`config.mk`:
```
export PLATFORM = sky130hd
export DESIGN_NAME = ring_mode_line_status_regs
export DESIGN_NICKNAME = d
export VERILOG_FILES = /design/src/hw/line_regs_pkg.sv /design/src/hw/ring_oneshot.sv /design/src/hw/ring_mode_line_status_regs.sv
export SDC_FILE = /design/constraint.sdc
export NUM_CORES = 1
export LEC_CHECK = 0
export BUFFER_PORTS_ARGS = -buffer_cell sky130_fd_sc_hd__buf_2
export CAP_MARGIN = 20
export CORE_ASPECT_RATIO = 0.6
export CORE_UTILIZATION = 40
export CTS_CLUSTER_DIAMETER = 80
export DETAILED_ROUTE_END_ITERATION = 6
export GPL_ROUTABILITY_DRIVEN = 0
export SLEW_MARGIN = 30
export SYNTH_ARGS = -nofsm -noshare
export SYNTH_HDL_FRONTEND = slang
export SYNTH_SLANG_ARGS = --single-unit
```
`constraint.sdc`:
```
create_clock -name sys_clk -period 6.5 [get_ports sys_clk]
set_input_delay 0.65 -clock sys_clk [delete_from_list [all_inputs] [get_ports sys_clk]]
set_output_delay 0.65 -clock sys_clk [all_outputs]
set_load 0.05 [all_outputs]
```
`src/hw/line_regs_pkg.sv`:
```
// constants, types and carriers shared by the ring mode and line status bank
package line_regs_pkg;

    // ==========================================================
    // register offsets
    localparam logic [7:0] RING_DETECT_MODE_CTRL_OFS = 8'h12;
    localparam logic [7:0] LINE_FAULT_STATUS_OFS     = 8'h13;
    localparam logic [7:0] MONITOR_RX_GAIN_CTRL_OFS  = 8'h14;

    // ==========================================================
    // field positions
    localparam int FULL_WAVE_SEL_BIT      = 1;
    localparam int RX_OVERLOAD_LIVE_BIT   = 2;
    localparam int LINE_DROPOUT_BIT       = 1;
    localparam int LOOP_OVERCURRENT_BIT   = 0;

    // ==========================================================
    // reset values
    localparam logic [7:0] RING_DETECT_MODE_CTRL_RST = 8'h00;
    localparam logic [7:0] MONITOR_RX_GAIN_CTRL_RST  = 8'h00;

    // ==========================================================
    // monitor gain scaling: unity code and shift for divide by 64
    localparam logic [7:0] MONITOR_GAIN_UNITY = 8'h40;
    localparam int         MONITOR_GAIN_SHIFT = 6;
    localparam int         RX_SAMPLE_W        = 16;
    localparam int         MONITOR_OUT_W      = 18;

    // ==========================================================
    // loop current thresholds in mA
    localparam logic [7:0] OVERCURRENT_LIMIT_HIGH_MA = 8'hA0;
    localparam logic [7:0] OVERCURRENT_LIMIT_LOW_MA  = 8'h3C;

    // ==========================================================
    // unqualified ring one-shot length in device clock cycles
    localparam logic [15:0] RING_ONESHOT_CYCLES = 16'h0400;

    // ==========================================================
    // carriers
    typedef struct packed {
        logic       wr;
        logic       rd;
        logic [7:0] addr;
        logic [7:0] wdata;
    } reg_req_t;

    typedef struct packed {
        logic       ring_validation_enable;
        logic       ring_halfwave;
        logic       ring_fullwave;
        logic       ring_envelope;
        logic       ring_threshold_cross;
        logic       rx_level_excessive;
        logic       offhook_mask_active;
        logic       off_hook;
        logic       loop_current_flowing;
        logic       line_side_enabled;
        logic       current_limit_select;
        logic [7:0] loop_current_ma;
    } line_in_t;

    typedef struct packed {
        logic        active;
        logic [15:0] count;
    } oneshot_state_t;

    typedef struct packed {
        logic                            full_wave_ring_select;
        logic [7:0]                      monitor_gain;
        logic                            rx_overload_live;
        logic                            line_supply_dropout;
        logic                            loop_overcurrent_flag;
        logic                            rx_overload_sticky;
        logic                            rx_overload_irq_flag;
        logic                            ring_detect_output;
        logic [7:0]                      rdata;
        logic                            rvalid;
        logic signed [MONITOR_OUT_W-1:0] monitor_out;
    } bank_state_t;

endpackage

```
`src/hw/ring_oneshot.sv`:
```
// non-retriggerable one-shot started by a ring threshold crossing
module ring_oneshot
    import line_regs_pkg::*;
(
    input  wire logic sys_clk,
    input  wire logic rst,
    input  wire logic clk_en,
    input  wire logic trigger,
    output logic      pulse
);

    oneshot_state_t state_reg;
    oneshot_state_t state_next;

    // ==========================================================
    // next state
    always_comb begin
        state_next = state_reg;
        if (state_reg.active) begin
            if (state_reg.count == RING_ONESHOT_CYCLES - 16'h0001) begin
                state_next.active = 1'b0;
                state_next.count  = 16'h0000;
            end else begin
                state_next.count = state_reg.count + 16'h0001;
            end
        end else if (trigger) begin
            state_next.active = 1'b1;
            state_next.count  = 16'h0000;
        end
    end

    always_ff @(posedge sys_clk) begin
        if (rst) begin
            state_reg <= '0;
        end else if (clk_en) begin
            state_reg <= state_next;
        end
    end

    assign pulse = state_reg.active;

endmodule

```
`src/hw/ring_mode_line_status_regs.sv`:
```
// ring detect mode, line fault status and monitor receive gain registers
// How it works
// without ring validation, the full-wave select bit picks half-wave or full-wave ring output.
// with validation and full-wave select clear, the ring output follows the validated envelope.
// with validation and full-wave select set, the ring output is a threshold-started one-shot.
// the live receive overload bit sets on excessive input and clears itself when it goes away.
// the live overload bit is masked only by the off-hook counter, not by billing tone enable.
// when off-hook, the dropout bit reads 1 if no loop current flows, else 0.
// the dropout bit also reads 1 when on-hook while the line-side device is enabled.
// the overcurrent bit sets at 160 mA with limit select 0 and at 60 mA with limit select 1.
// the monitor receive signal is scaled by the gain code divided by 64.
// a gain code of zero mutes the monitor receive signal entirely.
// code 0xFF gives about +12 dB, 0x7F +6 dB, 0x20 -6 dB and 0x10 -12 dB.
// the sticky overload bit holds until software clears it, clearing the overload irq flag too.
// the one-shot length is a fixed count of device clock cycles.
// reserved bits read zero and the status bits ignore writes.
module ring_mode_line_status_regs
    import line_regs_pkg::*;
(
    input  wire logic                              sys_clk,
    input  wire logic                              rst,
    input  wire logic                              clk_en,
    input  wire reg_req_t                          reg_req,
    output logic [7:0]                             reg_rdata,
    output logic                                   reg_rvalid,
    input  wire line_in_t                          line_in,
    input  wire logic                              sticky_clear,
    input  wire logic                              rx_sample_valid,
    input  wire logic signed [RX_SAMPLE_W-1:0]     rx_sample,
    output logic                                   ring_detect_output,
    output logic                                   rx_overload_sticky,
    output logic                                   rx_overload_irq_flag,
    output logic signed [MONITOR_OUT_W-1:0]        call_progress_output
);

    bank_state_t state_reg;
    bank_state_t state_next;
    logic        oneshot_pulse;
    logic        overload_now;
    logic        overcurrent_now;
    logic        dropout_now;
    logic        ring_sel;

    // ==========================================================
    // helpers
    function automatic logic [7:0] current_limit(input logic limit_select);
        current_limit = limit_select ? OVERCURRENT_LIMIT_LOW_MA : OVERCURRENT_LIMIT_HIGH_MA;
    endfunction

    function automatic logic signed [MONITOR_OUT_W-1:0] scale_monitor(
        input logic signed [RX_SAMPLE_W-1:0] sample,
        input logic [7:0]                    gain
    );
        logic signed [RX_SAMPLE_W+8:0] product;
        product = sample * $signed({1'b0, gain});
        scale_monitor = MONITOR_OUT_W'(product >>> MONITOR_GAIN_SHIFT);
    endfunction

    function automatic logic [7:0] read_word(input bank_state_t s, input logic [7:0] addr);
        logic [7:0] word;
        word = 8'h00;
        if (addr == RING_DETECT_MODE_CTRL_OFS) begin
            word[FULL_WAVE_SEL_BIT] = s.full_wave_ring_select;
        end else if (addr == LINE_FAULT_STATUS_OFS) begin
            word[RX_OVERLOAD_LIVE_BIT] = s.rx_overload_live;
            word[LINE_DROPOUT_BIT]     = s.line_supply_dropout;
            word[LOOP_OVERCURRENT_BIT] = s.loop_overcurrent_flag;
        end else if (addr == MONITOR_RX_GAIN_CTRL_OFS) begin
            word = s.monitor_gain;
        end
        read_word = word;
    endfunction

    // ==========================================================
    // unqualified ring one-shot
    // fixed cycle length
    ring_oneshot i_ring_oneshot (
        .sys_clk (sys_clk),
        .rst     (rst),
        .clk_en  (clk_en),
        .trigger (line_in.ring_threshold_cross),
        .pulse   (oneshot_pulse)
    );

    // ==========================================================
    // live line conditions
    // overload follows input
    // off-hook counter mask only
    assign overload_now = line_in.rx_level_excessive & ~line_in.offhook_mask_active;
    // threshold by limit select
    assign overcurrent_now = line_in.loop_current_ma >= current_limit(line_in.current_limit_select);
    // no loop current off-hook
    // on-hook with line side enabled
    assign dropout_now = line_in.off_hook ? ~line_in.loop_current_flowing
                                          : line_in.line_side_enabled;

    // ==========================================================
    // ring detect output selection
    always_comb begin
        ring_sel = 1'b0;
        case ({line_in.ring_validation_enable, state_reg.full_wave_ring_select})
            // half-wave or full-wave
            2'b00:   ring_sel = line_in.ring_halfwave;
            2'b01:   ring_sel = line_in.ring_fullwave;
            // validated envelope
            2'b10:   ring_sel = line_in.ring_envelope;
            // threshold one-shot
            default: ring_sel = oneshot_pulse;
        endcase
    end

    // ==========================================================
    // next state
    always_comb begin
        state_next        = state_reg;
        state_next.rvalid = 1'b0;
        if (reg_req.wr) begin
            // only the select bit of the ring mode register is kept, the gain register keeps all bits
            if (reg_req.addr == RING_DETECT_MODE_CTRL_OFS) begin
                state_next.full_wave_ring_select = reg_req.wdata[FULL_WAVE_SEL_BIT];
            end else if (reg_req.addr == MONITOR_RX_GAIN_CTRL_OFS) begin
                state_next.monitor_gain = reg_req.wdata;
            end
        end
        if (reg_req.rd) begin
            state_next.rdata  = read_word(state_reg, reg_req.addr);
            state_next.rvalid = 1'b1;
        end
        state_next.rx_overload_live      = overload_now;
        state_next.line_supply_dropout   = dropout_now;
        state_next.loop_overcurrent_flag = overcurrent_now;
        // set wins over software clear
        if (overload_now) begin
            state_next.rx_overload_sticky   = 1'b1;
            state_next.rx_overload_irq_flag = 1'b1;
        end else if (sticky_clear) begin
            state_next.rx_overload_sticky   = 1'b0;
            state_next.rx_overload_irq_flag = 1'b0;
        end
        state_next.ring_detect_output = ring_sel;
        if (rx_sample_valid) begin
            // zero code mutes
            if (state_reg.monitor_gain == 8'h00) begin
                state_next.monitor_out = '0;
            end else begin
                // gain code over 64
                // linear code reference points
                state_next.monitor_out = scale_monitor(rx_sample, state_reg.monitor_gain);
            end
        end
    end

    always_ff @(posedge sys_clk) begin
        if (rst) begin
            state_reg              <= '0;
            state_reg.full_wave_ring_select <= RING_DETECT_MODE_CTRL_RST[FULL_WAVE_SEL_BIT];
            state_reg.monitor_gain <= MONITOR_RX_GAIN_CTRL_RST;
        end else if (clk_en) begin
            state_reg <= state_next;
        end
    end

    assign reg_rdata            = state_reg.rdata;
    assign reg_rvalid           = state_reg.rvalid;
    assign ring_detect_output   = state_reg.ring_detect_output;
    assign rx_overload_sticky   = state_reg.rx_overload_sticky;
    assign rx_overload_irq_flag = state_reg.rx_overload_irq_flag;
    assign call_progress_output = state_reg.monitor_out;
endmodule

```
# Yosys cells after proc, flatten, opt, wreduce, memory -nomap -nowiden
# Index checks and enable logic that the tools add are counted.
[op_classes]
n_addsub = 1
eq_ne = 6
order_cmp = 1
n_reduce_logical = 10
muxes = 17
mul = 1
n_bitwise = 4
[ops]
columns = ["op", "n"]
rows = [
  ["17-bit two-way mux", 2],
  ["8-bit by 5-bit == test with 1-bit output, second input constant", 3],
  ["16-bit by 9-bit multiplier with 24-bit output", 1],
  ["18-bit two-way mux", 1],
  ["16-bit by 1-bit adder with 16-bit output, second input constant", 1],
  ["16-bit by 10-bit == test with 1-bit output, second input constant", 1],
  ["16-bit two-way mux", 1],
  ["8-bit two-way mux", 2],
  ["8-bit greater-or-equal comparator", 1],
  ["8-bit logical NOT", 1],
  ["2-bit AND reduction", 4],
  ["6-bit two-way mux", 1],
  ["1-bit two-way mux", 5],
  ["5-bit two-way mux", 1],
  ["2-bit two-way mux", 2],
  ["4-bit AND reduction", 1],
  ["2-bit nonzero test", 2],
  ["3-bit two-way mux", 1],
  ["1-bit inverter", 3],
  ["1-bit case mux with 3 select lines", 1],
  ["3-bit AND reduction", 1],
  ["2-bit by 1-bit == test with 1-bit output, second input constant", 1],
  ["2-bit == test, second input constant", 1],
  ["2-bit logical NOT", 1],
  ["1-bit AND", 1],
]
[word_totals]
out_inout_bits = 30
word_cells = 53
reg_bits = 59

# Logic depth before layout (Yosys ltp)
# Gate-level depths: netlist (run 1).
[depth]
depth_word = 4
mapped_depth = 19
depth_no_buf = 17

# Cells and area by module
# Synthesis (run 1) repeated with hierarchy kept, for this count alone.
[unflattened]
hier_cells = 845
hier_area_um2 = 7168.1
[modules_own_cells]
columns = ["module", "area_per_inst_um2", "seq_area_each_um2", "cells_each", "n_inst"]
rows = [
  ["ring_mode_line_status_regs", 6316.1, 820.8, 747, 1],
  ["ring_oneshot", 852.1, 340.3, 98, 1],
]

# Worst setup path before layout (run 1)
# OpenSTA, ideal clock, no wires.
[synth_path]
path_kind = "input to register"
from = "in rx_sample[15]"
to = "reg state_reg, in the netlist call_progress_output[16]"
path_buffers = 1
arrival_ps = 4679
path_slack_ps = 1704
setup_ps = 117
cell_stages = 16
required_time_ps = 6383
path_cell_list = "clkbuf_1 nand2_1 fa_1 inv_1 fa_1 fa_1 inv_1 fa_1 inv_1 ha_1 a21oi_1 o21bai_1 a21oi_1 o221ai_1 or3_1 a32o_1"
[synth_via]
elab_chain_len = 2
[synth_rtl]
columns = ["element", "line", "rtl"]
rows = [
  ["start, declared", "ring_mode_line_status_regs.sv:29", "input wire logic signed [RX_SAMPLE_W-1:0] rx_sample,"],
  ["16-bit by 9-bit multiplier with 24-bit output", "ring_mode_line_status_regs.sv:55", "product = sample * $signed({1'b0, gain});"],
  ["18-bit two-way mux", "ring_mode_line_status_regs.sv:143", "if (state_reg.monitor_gain == 8'h00) begin"],
  ["end signal, assigned", "ring_mode_line_status_regs.sv:159", "state_reg <= state_next;"],
  ["end, declared", "ring_mode_line_status_regs.sv:36", "bank_state_t state_reg;"],
]
# Every way passes these cells.
# A chain may end at the register's enable or synchronous reset.

# Worst setup path in the final report (run 1)
[layout_path]
from = "reg state_reg[38] (netlist bit)"
to = "reg state_reg, in the netlist call_progress_output[15]"
[layout_via]
elab_chain_len = 2
word_cells_on_any_way = 3
cone_classes = "1 x mul; 1 x mux; 1 x reduce/logical"
[layout_rtl]
columns = ["element", "line"]
rows = [
  ["16-bit by 9-bit multiplier with 24-bit output or 8-bit logical NOT (tied branches)", "ring_mode_line_status_regs.sv:55, ring_mode_line_status_regs.sv:143"],
  ["18-bit two-way mux (*)", "ring_mode_line_status_regs.sv:143"],
]
# Every way passes the cells marked *; elsewhere a longest branch is shown, timed or not.

==> results.toml, run 1 <==
[finish]
final_layout_size_suffix_gt1_frac = 0.1300
antenna_cells_inserted = 0
stdcell_count = 1111
final_common_cell = "inv_1"
layout.nets = 1078
area_growth_pct = 10.10
largest_register_ffs = 18
final_cell_mix = "inv_1 (157), nand2_1 (103), fa_1 (99)"
num-fill-cells = 1688

[global_routing]
grt_overflow = 0
antenna_found_initial = 0
track_usage = 0.1945
grt_max_degree = 35
grt_pass1_wl_um = 28190
grt_pass1_vias = 5635

[synthesis]
synth.distinct_cells = 54
synth-seq-cells = 58
synth_compound_area_frac = 0.09300
synth_mux_area_frac = 0.02334
syn_avg_cell_area_um2 = 8.472
syn_inst = 829
synth-main-ff-cell = "dfxtp_1"
ys.warnings.count = 0
synth_top_family_by_area = "adder cells"
yosys.area_share.adder = 0.3677
synthSimpleGateAreaFrac = 0.1874
yosys.area_share.xor_xnor = 0.03242
synthArstFlopShare = 0
synth_edf_count = 0
netlist_area_mm2 = 0.007023
synth_nets = 1034
ys_seq_area_frac = 0.1653

[worst_setup_path]
r2r_slack_ns = 1.25
cp_top_family = "adder cells"
crit_chain = "nand2_1 > fa_1 > inv_1 > fa_1 > fa_1 > inv_1 > fa_1 > inv_1 > ha_1 > a21oi_1 > o21ai_0 > a21oi_1 > a21oi_1 > or3_1 > a32o_1"
cp_num_cells = 15
cpPeakStageDelay_ns = 0.82
rr_startpoint = "state_reg[38]$_SDFFE_PP0P_"
path_class = "reg -> reg"
r2r-end = "call_progress_output[15]$_SDFFE_PP0P_"
cp-end-kind = "flop"
endpoint = "call_progress_output[15]$_SDFFE_PP0P_"
cp-start-kind = "flop"
crit_required_ns = 6.72
worst-path-buf-inv = 3
cp_max_fo = 19
reg2regPathDepth = 15
worstPathArrival_ns = 5.47
worst_path_most_repeated_cell = "fa_1"
crit_path_start = "state_reg[38]$_SDFFE_PP0P_"
slowest_stage = "dfxtp_1"

[sta]
skew_ns = 0.004286
finalSetupViolations = 0
post-route-min-period_ns = 5.254
fin_tns_setup_ns = 0
slew_headroom = 0.4498
slew_viol_final = 0
hold_viol = 0
worst_slew_pin_slew_ns = 0.8241
fin_crit_sh = 0.8083
clock.fmax_mhz = 190.3
rsz0062_at_grt = "no"

[power]
p_clk_frac = 0.511
power_density_mw_per_mm2 = 113.4
power_frac_comb = 0.075
sw_frac_of_total = 0.2307
ir_drop_uv = 154.0
power.total_mw = 0.8766
sequentialPowerShare = 0.414
p_sw_mw = 0.2022
internal_power_mw = 0.6744
cellLeakagePower_nw = 3.850

[placement]
dp.cells = 1096
port_buffers = 87
place_hpwl_um = 13200

[routing]
wl_um = 16160
routed_via_density = 4.968
dr.pass1.iters = 6
drc_errors = 0
vias = 5520
post_drt_wl_per_cell_um = 14.54
ant_nets = 0
first_iter_violations = 294

[clock_network]
cts_tree = "yes"
cts_resized = 0
insertion_delay_ns = 0.32
htree_num_levels = 3
cts.clk_slew.worst_paths_ns = 0.05
cts_inserted_buffers = 9
cts_buffer_depth = 2
clock_sinks = 58
ctsRootBufferMaster = "clkbuf_16"
cts_setup_buffers = 0
ctsHoldBuffers = 0

[floorplan]
dieArea_mm2 = 0.01811
start_util = 0.4089
placementRows = 37
core-area_mm2 = 0.01718
ios = 88
die_h_um = 104.6
die_w_um = 173.1

[min_path]
whs_path_depth = 2
hold_path_class = "reg -> reg"

[outcome]
status = "completed"

[flow_run]
drv_cap = 0
[worst min path at each step]
stage                     slack (ns)                                  start                               endpoint
after detailed placement        0.44   call_progress_output[8]$_SDFFE_PP0P_   call_progress_output[8]$_SDFFE_PP0P_
after global routing            0.48   call_progress_output[3]$_SDFFE_PP0P_   call_progress_output[3]$_SDFFE_PP0P_
after global placement          0.44   call_progress_output[6]$_SDFFE_PP0P_   call_progress_output[6]$_SDFFE_PP0P_
after CTS                       0.45   call_progress_output[8]$_SDFFE_PP0P_   call_progress_output[8]$_SDFFE_PP0P_
after floorplan                 0.43  call_progress_output[13]$_SDFFE_PP0P_  call_progress_output[13]$_SDFFE_PP0P_
final                           0.45   call_progress_output[8]$_SDFFE_PP0P_   call_progress_output[8]$_SDFFE_PP0P_
[worst min-delay path, cell delays in order (launching register included)]
cell and delay, ns:
dfxtp_1 0.32, nand2_1 0.04, o21ai_0 0.05
[metrics by stage]
stage | util | cell area (um2) | hold slack [ns] | setup slack (ns)
floorplan | - | 7023 | 0.4263 | 1.704
global placement | 0.4335 | 7445 | 0.4407 | 1.336
detailed placement | 0.4335 | 7445 | 0.4427 | 1.315
CTS | 0.4500 | 7729 | 0.4544 | 1.299
global route | 0.4502 | 7732 | 0.4829 | 0.9794
finish | 0.4502 | 7732 | 0.4523 | 1.246
[area by class of cell]
class,instances,area [um2],area share
clock buffers,9,225.2,0.02913
clock inverters,6,58.81,0.007605
inverters,157,589.3,0.07621
multi-input cells,557,4947,0.6398
flip-flops and latches,58,1161,0.1502
well taps,234,292.8,0.03786
repair buffers,90,457.9,0.05922
[synthesized netlist by cell type (3+ instances only)]
cell        n  share of area
inv_1     157          0.084
nand2_1   103          0.055
fa_1       99           0.28
dfxtp_1    58           0.17
and2_1     57          0.051
ha_1       48          0.086
nor2_1     47          0.025
a21oi_1    32          0.023
buf_4      27          0.029
clkbuf_1   22          0.012
o21ai_0    21          0.015
xor2_1     17          0.021
mux2i_1    13          0.019
nand3_1    11         0.0078
nand4_1    11         0.0098
o21a_1      9         0.0096
xnor2_1     9          0.011
a22oi_1     8         0.0086
nand2b_1    6         0.0053
nor4_1      6         0.0053
a32o_1      5         0.0071
buf_2       5         0.0036
nor3_1      5         0.0036
or3_1       4         0.0036
a211oi_1    3         0.0032
a21o_1      3         0.0032
nand4b_1    3         0.0037
nor2b_1     3         0.0027
[kinds of logic after synthesis]
family                   count (synthesis)
AND/OR/NAND/NOR                        268
buffers and inverters                  214
adder cells (fa/ha/maj)                147
AO/OA/AOI/OAI                          101
flip-flops                              58
XOR/XNOR                                26
multiplexers                            15
[power groups by stage]
stage / registers [mW] / clock network, mW / logic, mW
2_1_floorplan: 0.372 / 0 / 0.0266
3_3_place_gp: 0.370 / 0 / 0.0650
3_5_place_dp: 0.370 / 0 / 0.0649
4_1_cts: 0.363 / 0.457 / 0.0655
5_1_grt: 0.363 / 0.472 / 0.0728
6_report: 0.363 / 0.448 / 0.0656
[per-layer routing]
metal	vias up	wire, um	track usage
met5	-	0	0
met4	0	145	0.03477
met3	17	1119	0.04549
met2	165	6585	0.2895
met1	2659	8306	0.2870
li1	2679	-	-
(Power assumes the default switching activity.)
==> run 2, diff against run 1 <==
Settings changed: ABC_AREA from default to 1.
Clock period 6.5 ns to 4.8 ns, I/O delays scaled along.
==> run 2 against run 1 <==
Compared with the run above:
- the run now ends with design-rule violations left
- critical path depth rose by 5
- final area increased by 9.3%
- utilization increased by 1.1 points
- register-to-register slack got worse by 0.98 ns
- wire length grew 17%
- sequential cell count unchanged
- die area increased by 7.9%
- critical path type unchanged
==> results.toml, run 2 <==
[floorplan]
ios = 88
dieArea_mm2 = 0.01955
core-area_mm2 = 0.01831
die_h_um = 108.7
start_util = 0.4146
placementRows = 38
die_w_um = 179.8

[synthesis]
synth_top_area_cell = "fa_1"
synth-seq-cells = 58
synthSimpleGateAreaFrac = 0.2310
synth_mux_area_frac = 0
ys.warnings.count = 0
synth_compound_area_frac = 0.08342
synth_top_area_frac = 0.2611
syn_avg_cell_area_um2 = 7.127
yosys.area_share.adder = 0.3403
ys_seq_area_frac = 0.1530
syn_inst = 1065
synthArstFlopShare = 0
synth_edf_count = 0
ys_top_cells_by_area = "fa_1 (26%), dfxtp_1 (15%), inv_1 (13%)"
synth-main-ff-cell = "dfxtp_1"
synth_common_cells = "inv_1 (264), nand2_1 (259), fa_1 (99)"
yosys.cell_count.top_type = "inv_1"
synth_top_family_by_area = "adder cells"
netlist_area_mm2 = 0.007590
synth_nets = 1270
synth.distinct_cells = 43
yosys.area_share.xor_xnor = 0.01039

[global_routing]
grt_pass1_wl_um = 32200
grt_pass1_vias = 6272
grt_overflow = 0
grt_max_degree = 37
antenna_found_initial = 1
track_usage = 0.2075

[power]
ir_drop_uv = 151.5
power_density_mw_per_mm2 = 142.9
cellLeakagePower_nw = 4.746

[finish]
num-fill-cells = 1915
layout.nets = 1325
final_common_cell = "inv_1"
final_cell_mix = "inv_1 (264), nand2_1 (259), fa_1 (99)"
final_layout_size_suffix_gt1_frac = 0.1449
largest_register_ffs = 18
area_growth_pct = 11.34
final_util = 0.4617

[worst_setup_path]
cp_num_cells = 20
crit_path_start = "state_reg[36]$_SDFFE_PP0P_"
slowest_stage = "fa_1"
cp-start-kind = "flop"
cp-end-kind = "flop"
reg2regPathDepth = 20
endpoint = "call_progress_output[14]$_SDFFE_PP0P_"
worst_path_most_repeated_cell = "nand2_1"
path_class = "reg -> reg"
worstPathArrival_ns = 4.78
cp_max_fo = 7
cp_top_family = "adder cells"
crit_chain = "buf_4 > nand2_1 > fa_1 > inv_1 > fa_1 > fa_1 > inv_1 > fa_1 > inv_1 > ha_1 > a21oi_1 > a21boi_2 > nand2_2 > nand2_1 > nand2_2 > nand2_1 > nand2_1 > nand2_1 > nand3_1 > a21oi_1"
worst-path-buf-inv = 4
rr_startpoint = "state_reg[36]$_SDFFE_PP0P_"
r2r_slack_ns = 0.27
r2r-end = "call_progress_output[14]$_SDFFE_PP0P_"
cpPeakStageDelay_ns = 0.55
crit_required_ns = 5.05

[routing]
routed_via_density = 4.776
dr.pass1.iters = 7
drc_errors = 18
post_drt_wl_per_cell_um = 13.80
first_iter_violations = 544
ant_nets = 0
vias = 6524
wl_um = 18850

[clock_network]
cts_inserted_buffers = 9
htree_num_levels = 3
cts_setup_buffers = 0
ctsHoldBuffers = 0
ctsRootBufferMaster = "clkbuf_16"
cts.clk_slew.worst_paths_ns = 0.06
cts_buffer_depth = 2
insertion_delay_ns = 0.33
cts_tree = "yes"
clock_sinks = 58

[sta]
worst_slew_pin_slew_ns = 0.8788
slew_headroom = 0.4141
skew_ns = 0.01238
finalSetupViolations = 0
fin_crit_sh = 0.9442
post-route-min-period_ns = 4.532
fin_tns_setup_ns = 0
clock.fmax_mhz = 220.6
slew_viol_final = 0
rsz0062_at_grt = "no"
hold_viol = 0

[outcome]
status = "complete, but fails checks"
violations = "design-rule violations"

[placement]
port_buffers = 87
place_hpwl_um = 15740

[min_path]
hold_path_class = "in -> reg"

[flow_run]
drv_cap = 0
-- run 2: changes by cell type in the layout (fill, tap and decap cells not counted), sizes merged, moves of 8 or more --
cell | previous run | this run
nand2 | 103 | 267
or2 | 1 | 12
inv | 157 | 265
a21oi | 32 | 61
xor2 | 17 | 5
nand3 | 11 | 51
mux2i | 13 | 0
a22oi | 8 | 0
buf | 90 | 112
and2 | 57 | 0
-- run 2: how the worst min path moves through the flow --
stage | start | to | slack, ns | cells past startpoint
2_1_floorplan | i_ring_oneshot.state_reg[4]$_SDFFE_PP0P_ | i_ring_oneshot.state_reg[4]$_SDFFE_PP0P_ | 0.42 | 2
3_3_place_gp | i_ring_oneshot.state_reg[4]$_SDFFE_PP0P_ | i_ring_oneshot.state_reg[4]$_SDFFE_PP0P_ | 0.43 | 2
3_5_place_dp | i_ring_oneshot.state_reg[4]$_SDFFE_PP0P_ | i_ring_oneshot.state_reg[4]$_SDFFE_PP0P_ | 0.44 | 2
4_1_cts | reg_req[6] | state_reg[39]$_SDFFE_PP0P_ | 0.37 | 3
5_1_grt | reg_req[7] | state_reg[40]$_SDFFE_PP0P_ | 0.39 | 3
6_report | reg_req[7] | state_reg[40]$_SDFFE_PP0P_ | 0.38 | 3
-- run 2: logic make-up (layout without fill, tap and decap cells) --
kind of cell / Yosys count / in the layout
buf+inv: 333 / 393
xor+xnor: 9 / 9
compound gates: 111 / 111
fa+ha+maj: 147 / 147
flops: 58 / 58
simple gates: 407 / 407
other cells: 0 / 1
-- run 2: what timing repair did --
action	4_1_cts	5_1_grt
setup endpoints to repair	1	13
gates resized for setup	1	8
pin swaps	0	1
cloned	0	0
-- run 2: layout make-up --
type,count,area [um2],area share
Multi-Input combinational cell,674,5057,0.5985
Sequential cell,58,1167,0.1381
Inverter,265,994.7,0.1177
Timing Repair Buffer,112,648.1,0.07670
Tap cell,240,300.3,0.03553
Clock buffer,13,240.2,0.02843
Clock inverter,3,40.04,0.004738
Antenna cell,1,2.502,0.0002961
-- run 2: routing by layer --
layer / GRT usage / routed length (um) / up-vias
met5: 0 / 0 / -
met4: 0.03879 / 145 / 0
met3: 0.04509 / 1350 / 16
met2: 0.2943 / 7430 / 207
met1: 0.3189 / 9927 / 3035
li1: - / - / 3266
-- run 2: power by group --
| part | leakage, nW | switching (mW) | internal (mW) | total, mW |
|---|---|---|---|---|
| clock | 0.138 | 0.215 | 0.400 | 0.615 |
| combinational | 4.14 | 0.0678 | 0.0332 | 0.101 |
| sequential | 0.471 | 0.00497 | 0.487 | 0.492 |
-- run 2: stage by stage --
stage                     worst slack (ns)  hold WS, ns  instances  area, um2  power, mW
after floorplan                     0.2880       0.4208       1065       7590     0.5629
after global placement             0.06249       0.4349       1349       8152     0.6015
after detailed placement           0.01526       0.4414       1349       8152     0.6026
after CTS                          0.04405       0.3721       1365       8433      1.222
after global routing              0.002564       0.3937       1365       8448      1.253
final                               0.2679       0.3781       1366       8451      1.208
-- run 2: tightest hold or removal path, cell delays in order --
cell,delay [ns]
buf_2,0.08
nor2_1,0.03
nor2_1,0.08
==> run 3, diff against run 2 <==
Clock period 4.8 ns to 5.03 ns, I/O delays scaled along.
==> run 3 against run 2 <==
Compared with the run above:
- the run still ends with design-rule violations left
- critical endpoint unchanged
- global-route usage hardly changed
- sequential share of layout area grew 0.21 points
- final area fell by 1.7%
- critical path type unchanged
==> results.toml, run 3 (synthesized netlist as in run 2, its figures left out) <==
[min_path]
whs_path_depth = 3
hold_path_class = "in -> reg"

[worst_setup_path]
cp-end-kind = "flop"
crit_required_ns = 5.28
reg2regPathDepth = 20
cp-start-kind = "flop"
path_class = "reg -> reg"
worstPathArrival_ns = 4.96
cp_max_fo = 8

[routing]
ant_nets = 0
post_drt_wl_per_cell_um = 14.01
vias = 6465
drc_errors = 9
wl_um = 18920
first_iter_violations = 428
dr.pass1.iters = 7
routed_via_density = 4.785

[finish]
largest_register_ffs = 18
area_growth_pct = 9.430
final_layout_size_suffix_gt1_frac = 0.1332
final_util = 0.4537
num-fill-cells = 1912
antenna_cells_inserted = 0
layout.nets = 1311
final_cell_mix = "inv_1 (264), nand2_1 (259), fa_1 (99)"
fin_area_mm2 = 0.008305
final_common_cell = "inv_1"

[power]
ir_drop_uv = 153.9
power_density_mw_per_mm2 = 137.8
cellLeakagePower_nw = 4.666

[floorplan]
die_w_um = 179.8
start_util = 0.4146
ios = 88
placementRows = 38
dieArea_mm2 = 0.01955
die_h_um = 108.7
core-area_mm2 = 0.01831

[outcome]
violations = "design-rule violations"
status = "complete, but fails checks"

[clock_network]
cts_tree = "yes"
cts_setup_buffers = 0
insertion_delay_ns = 0.33
cts_resized = 0
ctsRootBufferMaster = "clkbuf_16"
cts_buffer_depth = 2
htree_num_levels = 3
ctsHoldBuffers = 0
cts_inserted_buffers = 9
clock_sinks = 58
cts.clk_slew.worst_paths_ns = 0.06

[global_routing]
grt_pass1_vias = 6230
track_usage = 0.2078
grt_max_degree = 37
grt_overflow = 0
antenna_found_initial = 0
grt_pass1_wl_um = 32040

[sta]
worst_slew_pin_slew_ns = 0.8685
rsz0062_at_grt = "no"
clock.fmax_mhz = 212.0
slew_headroom = 0.4210
finalSetupViolations = 0
slew_viol_final = 0
fin_tns_setup_ns = 0
fin_crit_sh = 0.9376
hold_viol = 0
skew_ns = 0.008322
post-route-min-period_ns = 4.716

[placement]
place_hpwl_um = 15710
placed_cell_area_mm2 = 0.008021
port_buffers = 87

[flow_run]
drv_cap = 0
-- run 3: changes by cell type in the layout (fill, tap and decap cells not counted), moves of 2 or more --
cell | previous run | this run
clkinvlp_4 | 0 | 3
clkbuf_1 | 4 | 0
dfxtp_2 | 5 | 3
buf_12 | 2 | 0
buf_4 | 23 | 11
dfxtp_1 | 53 | 55
-- run 3: through the flow --
stage / instances / total power, mW / worst slack, ns / hold slack [ns]
3_5_place_dp: 1335 / 0.5763 / 0.2559 / 0.4551
5_1_grt: 1351 / 1.189 / 0.04038 / 0.4193
6_report: 1351 / 1.144 / 0.3138 / 0.4047
3_3_place_gp: 1335 / 0.5749 / 0.2752 / 0.4358
2_1_floorplan: 1065 / 0.5371 / 0.5180 / 0.4208
4_1_cts: 1351 / 1.157 / 0.2403 / 0.3928
-- run 3: critical path, cell delays in order (launching register included) --
cell      delay, ns
dfxtp_1        0.55
buf_4          0.24
nand2_1        0.08
fa_1           0.48
inv_1          0.05
fa_1           0.50
inv_1          0.05
fa_1           0.46
fa_1           0.54
inv_1          0.04
ha_1           0.36
a21o_1         0.23
a21boi_1       0.25
nand2_2        0.14
nand2_1        0.09
nand2_2        0.08
nand2_1        0.14
nand2_1        0.06
nand2_1        0.05
nand3_1        0.07
a21oi_1        0.17
-- run 3: cell type report --
cell class | instances | area (um2) | share of cell area
repair buffers | 98 | 518.0 | 0.06237
clock buffers | 10 | 239.0 | 0.02877
flip-flops and latches | 58 | 1165 | 0.1403
well taps | 240 | 300.3 | 0.03616
inverters | 265 | 994.7 | 0.1198
multi-input cells | 674 | 5047 | 0.6077
clock inverters | 6 | 41.29 | 0.004971
-- run 3: power breakdown --
group / leakage [nW] / switching (mW) / internal [mW]
Combinational: 4.06 / 0.0664 / 0.0315
Sequential: 0.470 / 0.00481 / 0.464
Clock: 0.131 / 0.231 / 0.346
-- run 3: path summary, 6_finish.rpt --
check / from / endpoint / slack, ns
min reg2reg: call_progress_output[15]$_SDFFE_PP0P_ / call_progress_output[15]$_SDFFE_PP0P_ / 0.46
max: state_reg[33]$_SDFFE_PP0P_ / call_progress_output[14]$_SDFFE_PP0P_ / 0.31
max reg2reg: state_reg[33]$_SDFFE_PP0P_ / call_progress_output[14]$_SDFFE_PP0P_ / 0.31
min: reg_req[6] / state_reg[39]$_SDFFE_PP0P_ / 0.40
-- run 3: metal layers --
layer | global-route usage | share of wire | up-vias
li1 | - | - | 3238
met1 | 0.3219 | 0.54 | 3046
met2 | 0.2946 | 0.38 | 174
met3 | 0.04476 | 0.072 | 7
met4 | 0.03202 | 0.0047 | 0
met5 | 0 | 0 | -
